`src/common/nrf_consts.vh`:
```
// register offsets, field positions and reset values of the node request filter bank
`ifndef NRF_CONSTS_VH
`define NRF_CONSTS_VH

`define NRF_OFS_ASYNC_HI_SET   12'h100
`define NRF_OFS_ASYNC_HI_CLR   12'h104
`define NRF_OFS_ASYNC_LO_SET   12'h108
`define NRF_OFS_ASYNC_LO_CLR   12'h10C
`define NRF_OFS_PHYS_HI_SET    12'h110
`define NRF_OFS_PHYS_HI_CLR    12'h114
`define NRF_OFS_LAST_DECISION  12'h180
`define NRF_OFS_REJECT_COUNT   12'h184

`define NRF_MASK_RESET         32'h00000000
`define NRF_PHYS_KEEP_MASK     32'h80000000
`define NRF_NONE_KEEP_MASK     32'h00000000
`define NRF_REMOTE_BIT         31
`define NRF_LOCAL_BUS_ALIAS    10'h3FF
`define NRF_BROADCAST_NODE     6'h3F
`define NRF_READ_ZERO          32'h00000000

`define NRF_DEC_ACCEPT_BIT     0
`define NRF_DEC_PHYS_BIT       1
`define NRF_DEC_REMOTE_BIT     2
`define NRF_DEC_ASYNC_BIT      3
`define NRF_DEC_NODE_LSB       8

`endif

```
`src/nrf_mask_reg.v`:
```
// one read/set/clear node mask register with selective survival of the phy-initiated reset
module nrf_mask_reg #(
  parameter WIDTH                 = 32,
  parameter [WIDTH-1:0] KEEP_MASK = {WIDTH{1'b0}}
) (
  input  wire             clk,
  input  wire             reset_n,
  input  wire             phyReset,
  input  wire             setStrobe,
  input  wire             clrStrobe,
  input  wire [WIDTH-1:0] writeData,
  output wire [WIDTH-1:0] maskValue
);

  reg [WIDTH-1:0] mask_reg;
  reg [WIDTH-1:0] mask_next;

  // ones set or clear, zeros leave the bit alone; the bus write is applied after
  // the phy reset so software issued in the same cycle is not lost
  always @* begin
    mask_next = mask_reg;
    if (phyReset) begin
      mask_next = mask_reg & KEEP_MASK;
    end
    if (setStrobe) begin
      mask_next = mask_next | writeData;
    end else if (clrStrobe) begin
      mask_next = mask_next & ~writeData;
    end
  end

  // power-on reset clears every bit, including the ones kept through phy reset
  always @(posedge clk) begin
    if (!reset_n) begin
      mask_reg <= {WIDTH{1'b0}};
    end else begin
      mask_reg <= mask_next;
    end
  end

  assign maskValue = mask_reg;

endmodule // nrf_mask_reg

```
`src/nrf_filter_bank.v`:
```
// node request filter bank: apb set/clear masks and per-request accept and routing decision
`include "nrf_consts.vh"

module nrf_filter_bank #(
  parameter ADDR_WIDTH  = 12,
  parameter COUNT_WIDTH = 16
) (
  input  wire                  clk,
  input  wire                  reset_n,
  // apb slave
  input  wire                  psel,
  input  wire                  penable,
  input  wire                  pwrite,
  input  wire [ADDR_WIDTH-1:0] paddr,
  input  wire [31:0]           pwdata,
  output reg  [31:0]           prdata,
  output reg                   pready,
  output reg                   pslverr,
  // bus identity of this controller and phy-initiated reset pulse
  input  wire [9:0]            localBusId,
  input  wire                  phy_initiated_reset,
  // incoming request from the receive path
  input  wire                  reqValid,
  input  wire [9:0]            reqSrcBus,
  input  wire [5:0]            reqSrcNode,
  input  wire                  reqPhysical,
  // decision, one cycle after the request
  output reg                   decValid,
  output reg                   decAck,
  output reg                   decToPhys,
  output reg                   decToAsyncContext
);

  wire [31:0] asyncHiMask;
  wire [31:0] asyncLoMask;
  wire [31:0] physHiMask;

  reg  [31:0]            lastDecision_reg;
  reg  [31:0]            lastDecision_next;
  reg  [COUNT_WIDTH-1:0] rejectCount_reg;
  reg  [COUNT_WIDTH-1:0] rejectCount_next;

  // picks node n out of a 64-bit mask, shared by the async and physical lookups
  function nodeBit;
    input [63:0] mask;
    input [5:0]  node;
    begin
      nodeBit = mask[node];
    end
  endfunction

  // ---------------- apb decode ----------------
  wire setupPhase  = psel & ~penable;
  wire accessDone  = psel & penable & pready;
  wire writeDone   = accessDone & pwrite;

  wire hitAsyncHiSet = (paddr == `NRF_OFS_ASYNC_HI_SET);
  wire hitAsyncHiClr = (paddr == `NRF_OFS_ASYNC_HI_CLR);
  wire hitAsyncLoSet = (paddr == `NRF_OFS_ASYNC_LO_SET);
  wire hitAsyncLoClr = (paddr == `NRF_OFS_ASYNC_LO_CLR);
  wire hitPhysHiSet  = (paddr == `NRF_OFS_PHYS_HI_SET);
  wire hitPhysHiClr  = (paddr == `NRF_OFS_PHYS_HI_CLR);
  wire hitLastDec    = (paddr == `NRF_OFS_LAST_DECISION);
  wire hitRejectCnt  = (paddr == `NRF_OFS_REJECT_COUNT);

  // the address is checked for word alignment too; a misaligned access is unmapped
  wire aligned = (paddr[1:0] == 2'b00);

  reg [31:0] readValue;
  reg        mapped;

  // read mux: either offset of a filter returns its current mask
  always @* begin
    readValue = `NRF_READ_ZERO;
    mapped    = 1'b1;
    if (hitAsyncHiSet || hitAsyncHiClr) begin
      readValue = asyncHiMask;
    end else if (hitAsyncLoSet || hitAsyncLoClr) begin
      readValue = asyncLoMask;
    end else if (hitPhysHiSet || hitPhysHiClr) begin
      readValue = physHiMask;
    end else if (hitLastDec) begin
      readValue = lastDecision_reg;
    end else if (hitRejectCnt) begin
      readValue = {{(32-COUNT_WIDTH){1'b0}}, rejectCount_reg};
    end else begin
      mapped = 1'b0;
    end
    if (!aligned) begin
      readValue = `NRF_READ_ZERO;
      mapped    = 1'b0;
    end
  end

  // one wait-free access: answer is loaded during setup and stands for one access cycle
  always @(posedge clk) begin
    if (!reset_n) begin
      pready  <= 1'b0;
      prdata  <= `NRF_READ_ZERO;
      pslverr <= 1'b0;
    end else if (setupPhase) begin
      pready  <= 1'b1;
      prdata  <= pwrite ? `NRF_READ_ZERO : readValue;
      pslverr <= ~mapped;
    end else begin
      pready  <= 1'b0;
      prdata  <= `NRF_READ_ZERO;
      pslverr <= 1'b0;
    end
  end

  // write strobes fire only at the completing edge of the access phase
  wire wrAsyncHiSet = writeDone & aligned & hitAsyncHiSet;
  wire wrAsyncHiClr = writeDone & aligned & hitAsyncHiClr;
  wire wrAsyncLoSet = writeDone & aligned & hitAsyncLoSet;
  wire wrAsyncLoClr = writeDone & aligned & hitAsyncLoClr;
  wire wrPhysHiSet  = writeDone & aligned & hitPhysHiSet;
  wire wrPhysHiClr  = writeDone & aligned & hitPhysHiClr;

  // ---------------- filter masks ----------------
  // upper async filter: nodes 62..32 in bits 30..0, bit 31 is never consulted
  nrf_mask_reg #(
    .WIDTH     (32),
    .KEEP_MASK (`NRF_NONE_KEEP_MASK)
  ) u_async_hi (
    .clk       (clk),
    .reset_n   (reset_n),
    .phyReset  (phy_initiated_reset),
    .setStrobe (wrAsyncHiSet),
    .clrStrobe (wrAsyncHiClr),
    .writeData (pwdata),
    .maskValue (asyncHiMask)
  );

  // lower async filter: identical register, nodes 31..0
  nrf_mask_reg #(
    .WIDTH     (32),
    .KEEP_MASK (`NRF_NONE_KEEP_MASK)
  ) u_async_lo (
    .clk       (clk),
    .reset_n   (reset_n),
    .phyReset  (phy_initiated_reset),
    .setStrobe (wrAsyncLoSet),
    .clrStrobe (wrAsyncLoClr),
    .writeData (pwdata),
    .maskValue (asyncLoMask)
  );

  // upper physical filter; only the remote-bus bit is kept through a phy reset
  nrf_mask_reg #(
    .WIDTH     (32),
    .KEEP_MASK (`NRF_PHYS_KEEP_MASK)
  ) u_phys_hi (
    .clk       (clk),
    .reset_n   (reset_n),
    .phyReset  (phy_initiated_reset),
    .setStrobe (wrPhysHiSet),
    .clrStrobe (wrPhysHiClr),
    .writeData (pwdata),
    .maskValue (physHiMask)
  );

  // ---------------- request decision ----------------
  // the broadcast node id has no filter bit, so bit 63 of each vector is never consulted
  wire [63:0] asyncVector = {1'b0, asyncHiMask[30:0], asyncLoMask};
  // no lower physical filter here: accepted local requests from nodes 0..31 always go to the async context
  wire [63:0] physVector  = {1'b0, physHiMask[30:0], 32'h00000000};

  wire srcLocal     = (reqSrcBus == localBusId) || (reqSrcBus == `NRF_LOCAL_BUS_ALIAS);
  wire srcBroadcast = (reqSrcNode == `NRF_BROADCAST_NODE);
  wire remoteOk     = physHiMask[`NRF_REMOTE_BIT];

  reg  accept;
  reg  toPhys;

  // local sources are compared node by node; remote sources only see the all-buses bit
  always @* begin
    accept = 1'b0;
    toPhys = 1'b0;
    if (srcLocal) begin
      accept = ~srcBroadcast & nodeBit(asyncVector, reqSrcNode);
      toPhys = accept & reqPhysical & nodeBit(physVector, reqSrcNode);
    end else begin
      accept = remoteOk;
      toPhys = accept & reqPhysical;
    end
  end

  // outputs are registered so the receive path sees a clean one-cycle pulse
  always @(posedge clk) begin
    if (!reset_n) begin
      decValid          <= 1'b0;
      decAck            <= 1'b0;
      decToPhys         <= 1'b0;
      decToAsyncContext <= 1'b0;
    end else if (reqValid) begin
      decValid          <= 1'b1;
      decAck            <= accept;
      decToPhys         <= toPhys;
      decToAsyncContext <= accept & ~toPhys;
    end else begin
      decValid          <= 1'b0;
      decAck            <= 1'b0;
      decToPhys         <= 1'b0;
      decToAsyncContext <= 1'b0;
    end
  end

  // ---------------- observation registers ----------------
  // last decision snapshot and a saturating reject count for software diagnosis
  always @* begin
    lastDecision_next = lastDecision_reg;
    rejectCount_next  = rejectCount_reg;
    if (reqValid) begin
      lastDecision_next = `NRF_READ_ZERO;
      lastDecision_next[`NRF_DEC_ACCEPT_BIT] = accept;
      lastDecision_next[`NRF_DEC_PHYS_BIT]   = toPhys;
      lastDecision_next[`NRF_DEC_REMOTE_BIT] = ~srcLocal;
      lastDecision_next[`NRF_DEC_ASYNC_BIT]  = accept & ~toPhys;
      lastDecision_next[`NRF_DEC_NODE_LSB +: 6] = reqSrcNode;
      if (!accept && (rejectCount_reg != {COUNT_WIDTH{1'b1}})) begin
        rejectCount_next = rejectCount_reg + {{(COUNT_WIDTH-1){1'b0}}, 1'b1};
      end
    end
  end

  // a write of any value to the reject count offset zeroes it; a reject in the
  // same cycle wins so that no event is lost
  always @(posedge clk) begin
    if (!reset_n) begin
      lastDecision_reg <= `NRF_READ_ZERO;
      rejectCount_reg  <= {COUNT_WIDTH{1'b0}};
    end else begin
      lastDecision_reg <= lastDecision_next;
      if (writeDone && aligned && hitRejectCnt && !(reqValid && !accept)) begin
        rejectCount_reg <= {COUNT_WIDTH{1'b0}};
      end else begin
        rejectCount_reg <= rejectCount_next;
      end
    end
  end

endmodule // nrf_filter_bank

```
`config.mk`:
```
export PLATFORM = sky130hd
export DESIGN_NAME = nrf_filter_bank
export DESIGN_NICKNAME = d
export VERILOG_FILES = /design/src/nrf_mask_reg.v /design/src/nrf_filter_bank.v
export VERILOG_INCLUDE_DIRS = /design/src /design/src/common
export SDC_FILE = /design/constraint.sdc
export NUM_CORES = 1
export LEC_CHECK = 0
export ABC_AREA = 1
export BUFFER_PORTS_ARGS = -buffer_cell sky130_fd_sc_hd__buf_2
export CORE_MARGIN = 2
export CORE_UTILIZATION = 33
export CTS_CLUSTER_SIZE = 28
export DETAILED_ROUTE_END_ITERATION = 8
export SLEW_MARGIN = 25
export SYNTH_ARGS = -nofsm -noshare
export SYNTH_HDL_FRONTEND = slang
export SYNTH_SLANG_ARGS = --single-unit
```
`constraint.sdc`:
```
create_clock -name clk -period 2.45 [get_ports clk]
set_clock_uncertainty 0.15 [all_clocks]
set_input_delay 0.245 -clock clk [delete_from_list [all_inputs] [get_ports clk]]
set_output_delay 0.245 -clock clk [all_outputs]
set_load 0.005 [all_outputs]
```
## Word level (Yosys, flattened, before mapping)

Index checks and enable logic that the tools add are counted.

| storage, ports and cells | value |
|---|---|
| register bits after elaboration | 160 |
| latch bits | 0 |
| bits in writable memories | 0 |
| bits in read-only memories | 0 |
| bits of input ports | 78 |
| output and inout bits | 38 |
| logic and storage cells | 102 |
| memories kept | 0 |

| cells by class | value |
|---|---|
| add/subtract/negate cells | 1 |
| multipliers | 0 |
| divide/modulo/power cells | 0 |
| magnitude comparators | 1 |
| equality and inequality tests | 12 |
| shift operators | 0 |
| mux-type cells | 28 |
| bitwise logic cells | 31 |
| reduce and logical (&&, ||, !) cells | 17 |

Operator list:

| kind | number |
|---|---|
| two-way mux 32 bit | 11 |
| AND 32 bit | 3 |
| equality test 12 x 9 -> 1 bit (second input constant) | 8 |
| OR 32 bit | 3 |
| two-way mux 16 bit | 2 |
| NOT 32 bit | 1 |
| two-way mux 31 bit | 1 |
| adder 16 x 1 -> 16 bit (second input constant) | 1 |
| AND 1 bit | 16 |
| inequality test 16 bit (second input constant) | 1 |
| binary-select mux 1 bit (select 6 bit) | 2 |
| two-way mux 1 bit | 12 |
| equality test 10 bit | 1 |
| equality test 10 bit (second input constant) | 1 |
| NOT 1 bit | 8 |
| less-than comparator 6 x 7 -> 1 bit (second input constant) | 1 |
| equality test 6 bit (second input constant) | 1 |
| AND reduction 2 bit | 3 |
| logical AND 1 bit | 5 |
| logical OR 1 bit | 4 |
| OR reduction 4 bit | 1 |
| zero test 1 bit | 2 |
| zero test 2 bit | 1 |
| OR reduction 2 bit | 1 |

## Logic depth before layout (Yosys ltp)

Gate-level depths: netlist of the first run.

| depth | value |
|---|---|
| depth in word-level cells | 9 |
| depth in mapped cells | 18 |
| depth with buffers taken out | 15 |

## By module

Synthesis of the first run repeated with hierarchy kept, for this count alone.

| unflattened totals | value |
|---|---|
| cell total of the unflattened synthesis | 1217 |
| area, all modules | 8592.0 µm² |

Modules (own cells, without submodules):

| module | instances | cells an instance | area each (µm²) | sequential area each (µm²) |
|---|---|---|---|---|
| nrf_filter_bank | 1 | 695 | 4367.9 | 1281.2 |
| nrf_mask_reg at u_async_hi ... | 2 | 174 | 1407.6 | 640.6 |
| nrf_mask_reg at u_phys_hi | 1 | 174 | 1408.9 | 640.6 |

## Worst setup path after synthesis of the first run

No wires, ideal clock.

| timing path | value |
|---|---|
| kind | reg2reg |
| from | register rejectCount_reg[0] |
| to | register rejectCount_reg[5] |
| library setup time | 66 ps |
| arrival time | 1779 ps |
| data required time | 2234 ps |
| setup slack | 455 ps |
| cell stages (with the launch flop) | 11 |
| path buffers | 1 |
| period minus slack after synthesis | 1995 ps |
| cells stage by stage | dfxtp_1 ha_1 nand2_1 nor2_2 nand2_1 nor4_2 nand4_2 nand4_4 buf_4 nand2_1 a21oi_2 |

| between the ends | value |
|---|---|
| longest elaborated chain between the ends | 3 |
| elaborated cells between the ends (all ways) | 4 |
| those cells by class | add/sub: 1; eq/ne: 1; reduce/logical: 2 |

Ends and longest elaborated chain:

| item | line | text |
|---|---|---|
| start, declared | nrf_filter_bank.v:40 | `reg [COUNT_WIDTH-1:0] rejectCount_reg;` |
| start signal, assigned | nrf_filter_bank.v:232 | `rejectCount_reg <= {COUNT_WIDTH{1'b0}};` |
| start signal, assigned | nrf_filter_bank.v:236 | `rejectCount_reg <= {COUNT_WIDTH{1'b0}};` |
| start signal, assigned | nrf_filter_bank.v:238 | `rejectCount_reg <= rejectCount_next;` |
| parallel branches: the longest is 3 deep, another holds adder 16 x 1 -> 16 bit | n/a |  |

Several ways; the timed one is not identified.
A chain may end at the register's enable or synchronous reset.

## Final worst setup path of the first run

| timing path | value |
|---|---|
| from | input port penable |
| to | register prdata[27] |

| between the ends | value |
|---|---|
| longest elaborated chain between the ends | 4 |

Ends and longest elaborated chain:

| item | line | text |
|---|---|---|
| start, declared | nrf_filter_bank.v:12 | `input wire penable,` |
| NOT 1 bit | nrf_filter_bank.v:53 | `wire setupPhase = psel & ~penable;` |
| AND 1 bit | nrf_filter_bank.v:53 |  |
| NOT 1 bit (no source line) | n/a |  |
| OR reduction 4 bit (no source line) | n/a |  |
| end signal, assigned | nrf_filter_bank.v:99 | `` prdata <= `NRF_READ_ZERO; `` |
| end signal, assigned | nrf_filter_bank.v:103 | `` prdata <= pwrite ? `NRF_READ_ZERO : readValue; `` |
| end signal, assigned | nrf_filter_bank.v:107 | `` prdata <= `NRF_READ_ZERO; `` |
| end, declared | nrf_filter_bank.v:16 | `output reg [31:0] prdata,` |

Every way passes these cells.

==> flow_metrics.env, run 1 <==
export IMPL_fin_crit_sh_pct=87.1
export IMPL_initial_core_util_pct=33.3
export IMPL_cts_tree="yes"
export IMPL_cts_root_buf="clkbuf_16"
export IMPL_synth_ff_type="dfxtp_1"
export IMPL_holdWs_ns=0.0281
export IMPL_first_pass_iters=5
export IMPL_syn2layout_area_growth_pct=23.3
export IMPL_fmax_mhz=469
export IMPL_async_reset_ff_share_pct=0
export IMPL_synthXorXnorAreaFrac_pct=2.11
export IMPL_diodes=0
export IMPL_die_y_um=163
export IMPL_fin_crit_ns=2.13
export IMPL_htreeDepth=4
export IMPL_hold_violations=0
export IMPL_p_leak_nw=3.75
export IMPL_synth_area_um2=8320
export IMPL_hold_class="primary input to register"
export IMPL_dp_hpwl_mm=19.1
export IMPL_drc=0
export IMPL_grtUsageTotal_pct=21.6
export IMPL_criticalPathCategory="primary input to register"
export IMPL_critPathLaunchType="primary input"
export IMPL_antenna_found_initial=1
export IMPL_worstPathRequired_ns=2.62
export IMPL_synth_seq_cells=160
export IMPL_syn_nets=1235
export IMPL_synth_compound_area_share_pct=26.6
export IMPL_cp_end_kind="register"
export IMPL_ios=116
export IMPL_ys_top_cells_by_count="nand2_1, dfxtp_1, a21oi_1, o211ai_1, inv_1"
export IMPL_cts_buffers=17
export IMPL_final_seq_area_um2=3200
export IMPL_clock_path_buffers=2
export IMPL_use_met3_pct=5.07
export IMPL_ys_types=44
export IMPL_clock_sinks=160
export IMPL_setup_violations=0
export IMPL_gp_congestion=0.889
export IMPL_synth_top_family_by_area="compound AO/OA/AOI/OAI gates"
export IMPL_grt_pass1_wl_mm=44.9
export IMPL_synth_fa_ha_area_share_pct=0.150
export IMPL_path_clk_slew_ns=0.07
export IMPL_yosys_mux_area_fraction_pct=0
export IMPL_yosys_warnings=0
export IMPL_rsz0062_at_grt="no"
export IMPL_synth_area_per_cell_um2=7.20
export IMPL_crit_arrival_ns=2.30
export IMPL_row_count=58
export IMPL_grt_use_met1_pct=28.4
export IMPL_synthSimpleGateAreaFrac_pct=23.4
export IMPL_avgViaCountPerCell=5.36
export IMPL_cts_setup_buffers=0
export IMPL_busiest_layer="met2"
export IMPL_avgRoutedWirePerCell_um=17.4
export IMPL_synth_top_cell_area_share_pct=38.5
export IMPL_synth_edff_count=0
export IMPL_synth_seq_area_share_pct=38.5
export IMPL_port_buffers=115
export IMPL_die_area_um2=26500
export IMPL_ys_top_cells_by_area="dfxtp_1, nand2_1, o211ai_1"
export IMPL_synth_most_common_cell="nand2_1"
export IMPL_status="finished, final reports clean"
export IMPL_tns_ns=0
export IMPL_die_w_um=163
export IMPL_synth_top_area_cell="dfxtp_1"
export IMPL_insertion_delay_ns=0.43
export IMPL_grtUsageMet2_pct=35.4
export IMPL_relSlewSlack_pct=46.8
export IMPL_overflow=0
export IMPL_worst_slew_pin_slew_ns=0.798
export IMPL_irDropWorstVdd_v=0.000328
export IMPL_grt_pass1_vias=8255
export IMPL_grt_start_max_net_pins=97
export IMPL_core_area_um2=25000
export IMPL_power_density_nw_per_um2=572
export IMPL_max_cap_violations=0
export IMPL_via_count=8724
export IMPL_drive_gt1_share_pct=17.1
export IMPL_nFillCells=2613
export IMPL_path_max_fanout=19
export IMPL_multi_input_comb_area_um2=4370
export IMPL_antenna_left=0
export IMPL_drtIter0Drc=780
export IMPL_final_max_slew_violation_count=0
export IMPL_wirelength_mm=28.3
export IMPL_nets=1363
export IMPL_synth_cells=1156
-- metrics by stage --
stage	utilization, %	setup WS (ns)	area [um^2]	instances	total power [mW]
after floorplan	-	0.455	8320	1156	2.92
after global placement	37.1	0.0477	9270	1558	3.10
after detailed placement	37.1	0.0616	9270	1558	3.10
after CTS	41.1	0.332	10300	1627	5.89
after global routing	41.1	0.141	10300	1627	6.07
final	41.1	0.317	10300	1627	5.87
-- metal layers --
| layer | routed length (um) | share of wire [%] |
|---|---|---|
| met4 | 486 | 1.7 |
| met3 | 1890 | 6.7 |
| met2 | 13300 | 47 |
| met1 | 12700 | 45 |
| met5 | 14 | 0.049 |
-- timing repair --
action                                 in CTS  in global routing
hold buffers                               37                  0
resized for setup                           0                  0
endpoints found under the hold margin     100                  0
setup endpoints to repair                   0                  0
-- critical path: stages --
cell           delay (ns)
dlygate4sd3_1        0.53
buf_2                0.13
nor3_1               0.22
inv_1                0.10
nor3_2               0.11
buf_4                0.28
inv_1                0.32
a221oi_1             0.36
-- power breakdown --
| group | switching, mW | internal [mW] | total, mW |
|---|---|---|---|
| clock network | 1.17 | 1.61 | 2.77 |
| registers | 0.00649 | 2.61 | 2.62 |
| logic | 0.298 | 0.177 | 0.475 |
| total | 1.47 | 4.40 | 5.87 |
-- cells by family after synthesis --
group           count (synthesis)
xor+xnor                       20
fa+ha+maj                       1
simple gates                  443
buf+inv                       176
compound gates                356
flops                         160
-- final cells by class --
type	count	share of cell area, %
Clock buffer	20	4.55
Clock inverter	12	1.44
Inverter	99	3.65
Multi-Input combinational cell	820	42.5
Sequential cell	160	31.2
Tap cell	330	4.02
Timing Repair Buffer	186	12.6
-- placed cells by master (no fill, tap or decap), types with 8 or more instances in the layout --
cell type,count
buf_2,115
nor2_1,47
clkbuf_16,17
o311ai_0,10
dlygate4sd3_1,37
dfxtp_1,160
inv_2,8
a21oi_1,132
nand2_1,279
buf_4,26
nand4_1,23
a221oi_1,8
inv_1,89
o21ai_0,72
nand3_1,59
xor2_1,16
o211ai_1,112
a21oi_2,10
-- path summary, 6_finish.rpt --
check | from | end | slack (ns) | depth (start not counted)
setup / recovery | penable | prdata[27]$_SDFF_PP0_ | 0.32 | 8
hold / removal | psel | pslverr$_SDFF_PN0_ | 0.03 | 5
setup reg to reg | rejectCount_reg[1]$_SDFFE_PP0P_ | rejectCount_reg[13]$_SDFFE_PP0P_ | 0.32 | 9
hold reg to reg | lastDecision_reg[1]$_SDFFE_PN0P_ | lastDecision_reg[1]$_SDFFE_PN0P_ | 0.31 | 2
(Power assumes the default switching activity.)
==> run 2, diff against run 1 <==
--- a/config.mk
+++ b/config.mk
@@ -9,9 +9,10 @@
 export ABC_AREA = 1
 export BUFFER_PORTS_ARGS = -buffer_cell sky130_fd_sc_hd__buf_2
 export CORE_MARGIN = 2
-export CORE_UTILIZATION = 33
+export CORE_UTILIZATION = 45
 export CTS_CLUSTER_SIZE = 28
 export DETAILED_ROUTE_END_ITERATION = 8
+export PLACE_DENSITY = 0.65
 export SLEW_MARGIN = 25
 export SYNTH_ARGS = -nofsm -noshare
 export SYNTH_HDL_FRONTEND = slang
==> run 2 against run 1 <==
  * Combinational power is essentially flat
  * Critical path type unchanged
  * Non-clock buffer count is 1 lower
  * Die area decreased by 26%
  * Largest power group unchanged
  * Via count up 0.65%
==> flow_metrics.env, run 2 (synthesis results as in run 1) <==
export IMPL_critPathCapture="prdata[13]$_SDFF_PP0_"
export IMPL_cts_setup_buffers=0
export IMPL_max_cap_violations=0
export IMPL_crit_arrival_ns=2.55
export IMPL_first_pass_iters=5
export IMPL_clock_sinks=160
export IMPL_path_buf_inv=3
export IMPL_die_w_um=140
export IMPL_worstPathRequired_ns=2.67
export IMPL_cts_buffers=17
export IMPL_final_max_slew_violation_count=0
export IMPL_clock_path_buffers=2
export IMPL_status="finished, final reports clean"
export IMPL_path_max_fanout=12
export IMPL_setup_violations=0
export IMPL_path_clk_slew_ns=0.07
export IMPL_wirelength_mm=27.2
export IMPL_cp_end_kind="register"
export IMPL_core_area_um2=18000
export IMPL_relSlewSlack_pct=31.2
export IMPL_crit_path_max_incr_delay_ns=0.53
export IMPL_hold_path_startpoint="reqSrcNode[4]"
export IMPL_antenna_found_initial=2
export IMPL_drive_gt1_share_pct=17.1
export IMPL_nets=1362
export IMPL_dp_hpwl_mm=17.5
export IMPL_grt_start_max_net_pins=96
export IMPL_hold_class="primary input to register"
export IMPL_drtIter0Drc=745
export IMPL_grt_pass1_vias=8467
export IMPL_worst_r2r_path_depth=9
export IMPL_fin_crit_sh_pct=94.9
export IMPL_die_y_um=140
export IMPL_cts_root_buf="clkbuf_16"
export IMPL_p_leak_nw=3.79
export IMPL_grt_pass1_wl_mm=44.2
export IMPL_avgViaCountPerCell=5.76
export IMPL_fmax_mhz=430
export IMPL_irDropWorstVdd_v=0.000465
export IMPL_path_depth=10
export IMPL_fin_crit_ns=2.33
export IMPL_insertion_delay_ns=0.44
export IMPL_reg2reg_to="rejectCount_reg[6]$_SDFFE_PP0P_"
export IMPL_critPathTopFamily="buffers and inverters"
export IMPL_layout_common_cells="nand2_1, dfxtp_1, a21oi_1"
export IMPL_drc=0
export IMPL_r2r_slack_ns=0.30
export IMPL_via_count=8781
export IMPL_rr_startpoint="rejectCount_reg[1]$_SDFFE_PP0P_"
export IMPL_initial_core_util_pct=46.2
export IMPL_crit_chain="dlygate4sd3_1 > buf_2 > nor2_2 > nand3_1 > nor2_1 > nand2_1 > buf_4 > o311ai_0 > o211ai_1 > a21oi_1"
export IMPL_htreeDepth=4
export IMPL_cts_tree="yes"
export IMPL_avgRoutedWirePerCell_um=17.8
export IMPL_layout_setup_ws_ns=0.124
export IMPL_overflow=0
export IMPL_tns_ns=0
export IMPL_crit_path_top_delay_cell="dlygate4sd3_1"
export IMPL_grtUsageTotal_pct=28.1
export IMPL_hold_violations=0
export IMPL_port_buffers=115
export IMPL_dp_slack_ns=0.192
export IMPL_critPathLaunchType="primary input"
export IMPL_final_common_cell="nand2_1"
export IMPL_row_count=49
export IMPL_rsz0062_at_grt="no"
export IMPL_die_area_um2=19600
export IMPL_antenna_left=0
export IMPL_power_density_nw_per_um2=595
export IMPL_gp_congestion=0.891
export IMPL_syn2layout_area_growth_pct=22.7
export IMPL_worst_slew_pin_slew_ns=1.03
export IMPL_criticalPathCategory="primary input to register"
export IMPL_ios=116
export IMPL_crit_start="paddr[1]"
export IMPL_diodes=0
## run 2: worst min-delay path, delay by kind of cell
kind / cells / cell delay, ns
buffers and inverters: 2 / 0.20
AOI/OAI and AO/OA: 1 / 0.15
## run 2: metal layers
metal,share of wire [%],track usage [%]
met3,8.6,6.67
met1,43,37.3
met4,1.4,8.21
met2,46,45.8
met5,0.048,0
## run 2: timing repair
item                                   CTS  global route
endpoints found under the hold margin  100             0
setup endpoints to repair                0             8
resized for setup                        0             5
hold buffers                            38             0
## run 2: area by class of cell
class / instances / area, um^2
sequential: 160 / 3200
tap: 229 / 287
timing repair buffer: 185 / 1310
multi-input combinational: 820 / 4380
inverter: 99 / 374
clock buffer: 19 / 453
fill: 1724 / 7820
clock inverter: 13 / 199
## run 2: stage by stage
stage | hold slack (ns) | utilization, % | cells | instance area, um^2 | total power [mW]
3_3_place_gp | 0.291 | 50.8 | 1455 | 9160 | 3.09
6_report | 0.0337 | 56.6 | 1525 | 10200 | 6.07
5_1_grt | 0.0299 | 56.6 | 1525 | 10200 | 6.28
2_1_floorplan | 0.185 | - | 1156 | 8320 | 2.92
3_5_place_dp | 0.296 | 50.8 | 1455 | 9160 | 3.10
4_1_cts | 0.0192 | 56.5 | 1525 | 10200 | 6.09
## run 2: worst min-delay path by stage
stage                                               to  slack (ns)  depth (start not counted)
finish               lastDecision_reg[12]$_SDFFE_PN0P_        0.03                          3
global route        u_async_lo.maskValue[2]$_SDFF_PN0_        0.03                          3
CTS                  u_phys_hi.maskValue[0]$_SDFF_PN0_        0.02                          3
detailed placement    lastDecision_reg[9]$_SDFFE_PN0P_        0.30                          2
global placement      lastDecision_reg[9]$_SDFFE_PN0P_        0.29                          2
floorplan                            pready$_SDFF_PN0_        0.19                          1
## run 2: report_power, final
| part | leakage (nW) | internal (mW) | switching (mW) |
|---|---|---|---|
| combinational | 2.18 | 0.174 | 0.300 |
| clock | 0.318 | 1.79 | 1.19 |
| sequential | 1.29 | 2.61 | 0.00655 |
==> run 3, diff against run 2 <==
--- a/config.mk
+++ b/config.mk
@@ -10,6 +10,7 @@
 export BUFFER_PORTS_ARGS = -buffer_cell sky130_fd_sc_hd__buf_2
 export CORE_MARGIN = 2
 export CORE_UTILIZATION = 45
+export CTS_BUF_LIST = sky130_fd_sc_hd__clkbuf_4 sky130_fd_sc_hd__clkbuf_8
 export CTS_CLUSTER_SIZE = 28
 export DETAILED_ROUTE_END_ITERATION = 8
 export PLACE_DENSITY = 0.65
==> run 3 against run 2 <==
  * Hold slack improved by 0.064 ns
  * Die area did not move
  * Count of clock-buffer cells in the layout stayed put
  * Sequential share of layout area is 0.35 points higher
  * Register-to-register slack got worse by 0.05 ns
  * Critical path depth increased by 1
  * Via count grew 0.95%
  * Worst setup slack improved by 0.046 ns
  * Global-route usage down 0.24 points
  * Wire length is 1.1% higher
  * Final cell count rose by 0.46%
  * Flip-flop and latch count stayed put
  * Critical path type unchanged
  * Highest routed layer unchanged
==> flow_metrics.env, run 3 (synthesis results as in run 1) <==
export IMPL_status="finished, final reports clean"
export IMPL_cts_buffers=17
export IMPL_place_area_um2=9160
export IMPL_irDropWorstVdd_v=0.000498
export IMPL_grt_start_max_net_pins=96
export IMPL_drtIter0Drc=722
export IMPL_path_buf_inv=6
export IMPL_htreeDepth=4
export IMPL_max_cap_violations=0
export IMPL_antenna_found_initial=1
export IMPL_clock_sinks=160
export IMPL_first_pass_iters=7
export IMPL_nets=1369
export IMPL_ios=116
export IMPL_overflow=0
export IMPL_avgRoutedWirePerCell_um=17.9
export IMPL_insertion_delay_ns=0.48
export IMPL_critPathLaunchType="primary input"
export IMPL_core_area_um2=18000
export IMPL_grt_pass1_vias=8399
export IMPL_final_common_cell="nand2_1"
export IMPL_die_y_um=140
export IMPL_die_area_um2=19600
export IMPL_fin_crit_ns=2.28
export IMPL_crit_path_max_incr_delay_ns=0.55
export IMPL_setup_violations=0
export IMPL_avgViaCountPerCell=5.79
export IMPL_path_clk_slew_ns=0.09
export IMPL_final_util_pct=56.0
export IMPL_gp_congestion=0.891
export IMPL_layout_common_cells="nand2_1, dfxtp_1, a21oi_1"
export IMPL_grt_pass1_wl_mm=43.9
export IMPL_cts_root_buf="clkbuf_8"
export IMPL_diodes=0
export IMPL_hold_class="primary input to register"
export IMPL_relSlewSlack_pct=30.4
export IMPL_port_buffers=115
export IMPL_rsz0062_at_grt="no"
export IMPL_cts_tree="yes"
export IMPL_antenna_left=0
export IMPL_p_leak_nw=3.75
export IMPL_fin_crit_sh_pct=93.1
export IMPL_row_count=49
export IMPL_crit_path_top_delay_cell="dlygate4sd3_1"
export IMPL_final_max_slew_violation_count=0
export IMPL_crit_chain="dlygate4sd3_1 > buf_2 > nand2_1 > nor4_4 > inv_1 > buf_4 > nor2_4 > buf_12 > nand2_1 > a21oi_1 > dlygate4sd3_1"
export IMPL_final_area_um2=10100
export IMPL_drc=0
export IMPL_die_w_um=140
export IMPL_initial_core_util_pct=46.2
export IMPL_drive_gt1_share_pct=17.1
export IMPL_crit_arrival_ns=2.55
export IMPL_clock_path_buffers=2
export IMPL_holdWs_ns=0.0973
export IMPL_finalNonFillerCells=1532
export IMPL_power_density_nw_per_um2=535
export IMPL_syn2layout_area_growth_pct=21.3
export IMPL_worst_slew_pin_slew_ns=1.04
export IMPL_hold_violations=0
export IMPL_wirelength_mm=27.5
export IMPL_via_count=8864
export IMPL_dp_cells=1455
export IMPL_tns_ns=0
export IMPL_worstPathRequired_ns=2.72
export IMPL_cp_end_kind="register"
export IMPL_dp_hpwl_mm=17.5
export IMPL_critPathTopFamily="buffers and inverters"
export IMPL_path_max_fanout=4
export IMPL_fmax_mhz=439
export IMPL_criticalPathCategory="primary input to register"
export IMPL_grtUsageTotal_pct=27.9
run 3: routing by layer:
metal	routed length, um	up-vias	part of all wire [%]	track usage, %
met5	13	-	0.047	0
met4	410	2	1.5	8.42
met3	2170	37	7.9	5.40
met2	12900	393	47	46.0
met1	12000	4182	44	37.1
li1	-	4250	-	-
run 3: final cells by class:
class                      count  area (um^2)
clock buffer                  19          262
clock inverter                13          199
fill                        1754         7930
inverter                      99          374
multi-input combinational    820         4380
sequential                   160         3200
tap                          229          287
timing repair buffer         192         1390
run 3: per-stage QoR:
| stage | worst slack, ns | total power, mW |
|---|---|---|
| floorplan | 0.455 | 2.92 |
| global placement | 0.198 | 3.09 |
| detailed placement | 0.192 | 3.10 |
| CTS | 0.0514 | 5.40 |
| global route | 0.0524 | 5.58 |
| finish | 0.170 | 5.40 |
run 3: power by group:
group / total [mW] / leakage (nW) / internal, mW / switching [mW]
registers: 2.62 / 1.29 / 2.61 / 0.00663
clock network: 2.30 / 0.231 / 1.19 / 1.11
logic: 0.477 / 2.22 / 0.176 / 0.301
run 3: worst paths after layout:
kind	slack, ns	start	cells after the start	endpoint
setup reg to reg	0.25	pready$_SDFF_PN0_	9	u_phys_hi.maskValue[2]$_SDFF_PN0_
hold / removal	0.1	reqValid	3	rejectCount_reg[2]$_SDFFE_PP0P_
setup / recovery	0.17	penable	11	u_phys_hi.maskValue[2]$_SDFF_PN0_
hold reg to reg	0.31	lastDecision_reg[0]$_SDFFE_PN0P_	2	lastDecision_reg[0]$_SDFFE_PN0P_
run 3: worst min-delay path: cells and delay by family:
family | cells | cell delay, ns
simple gates | 1 | 0.14
compound gates | 1 | 0.05
buf+inv | 1 | 0.24
run 3: timing repair:
action	CTS	global route
buffers inserted	0	2
endpoints found under the setup margin	0	2
hold buffers	42	0
resized for setup	0	3
endpoints found under the hold margin	104	0
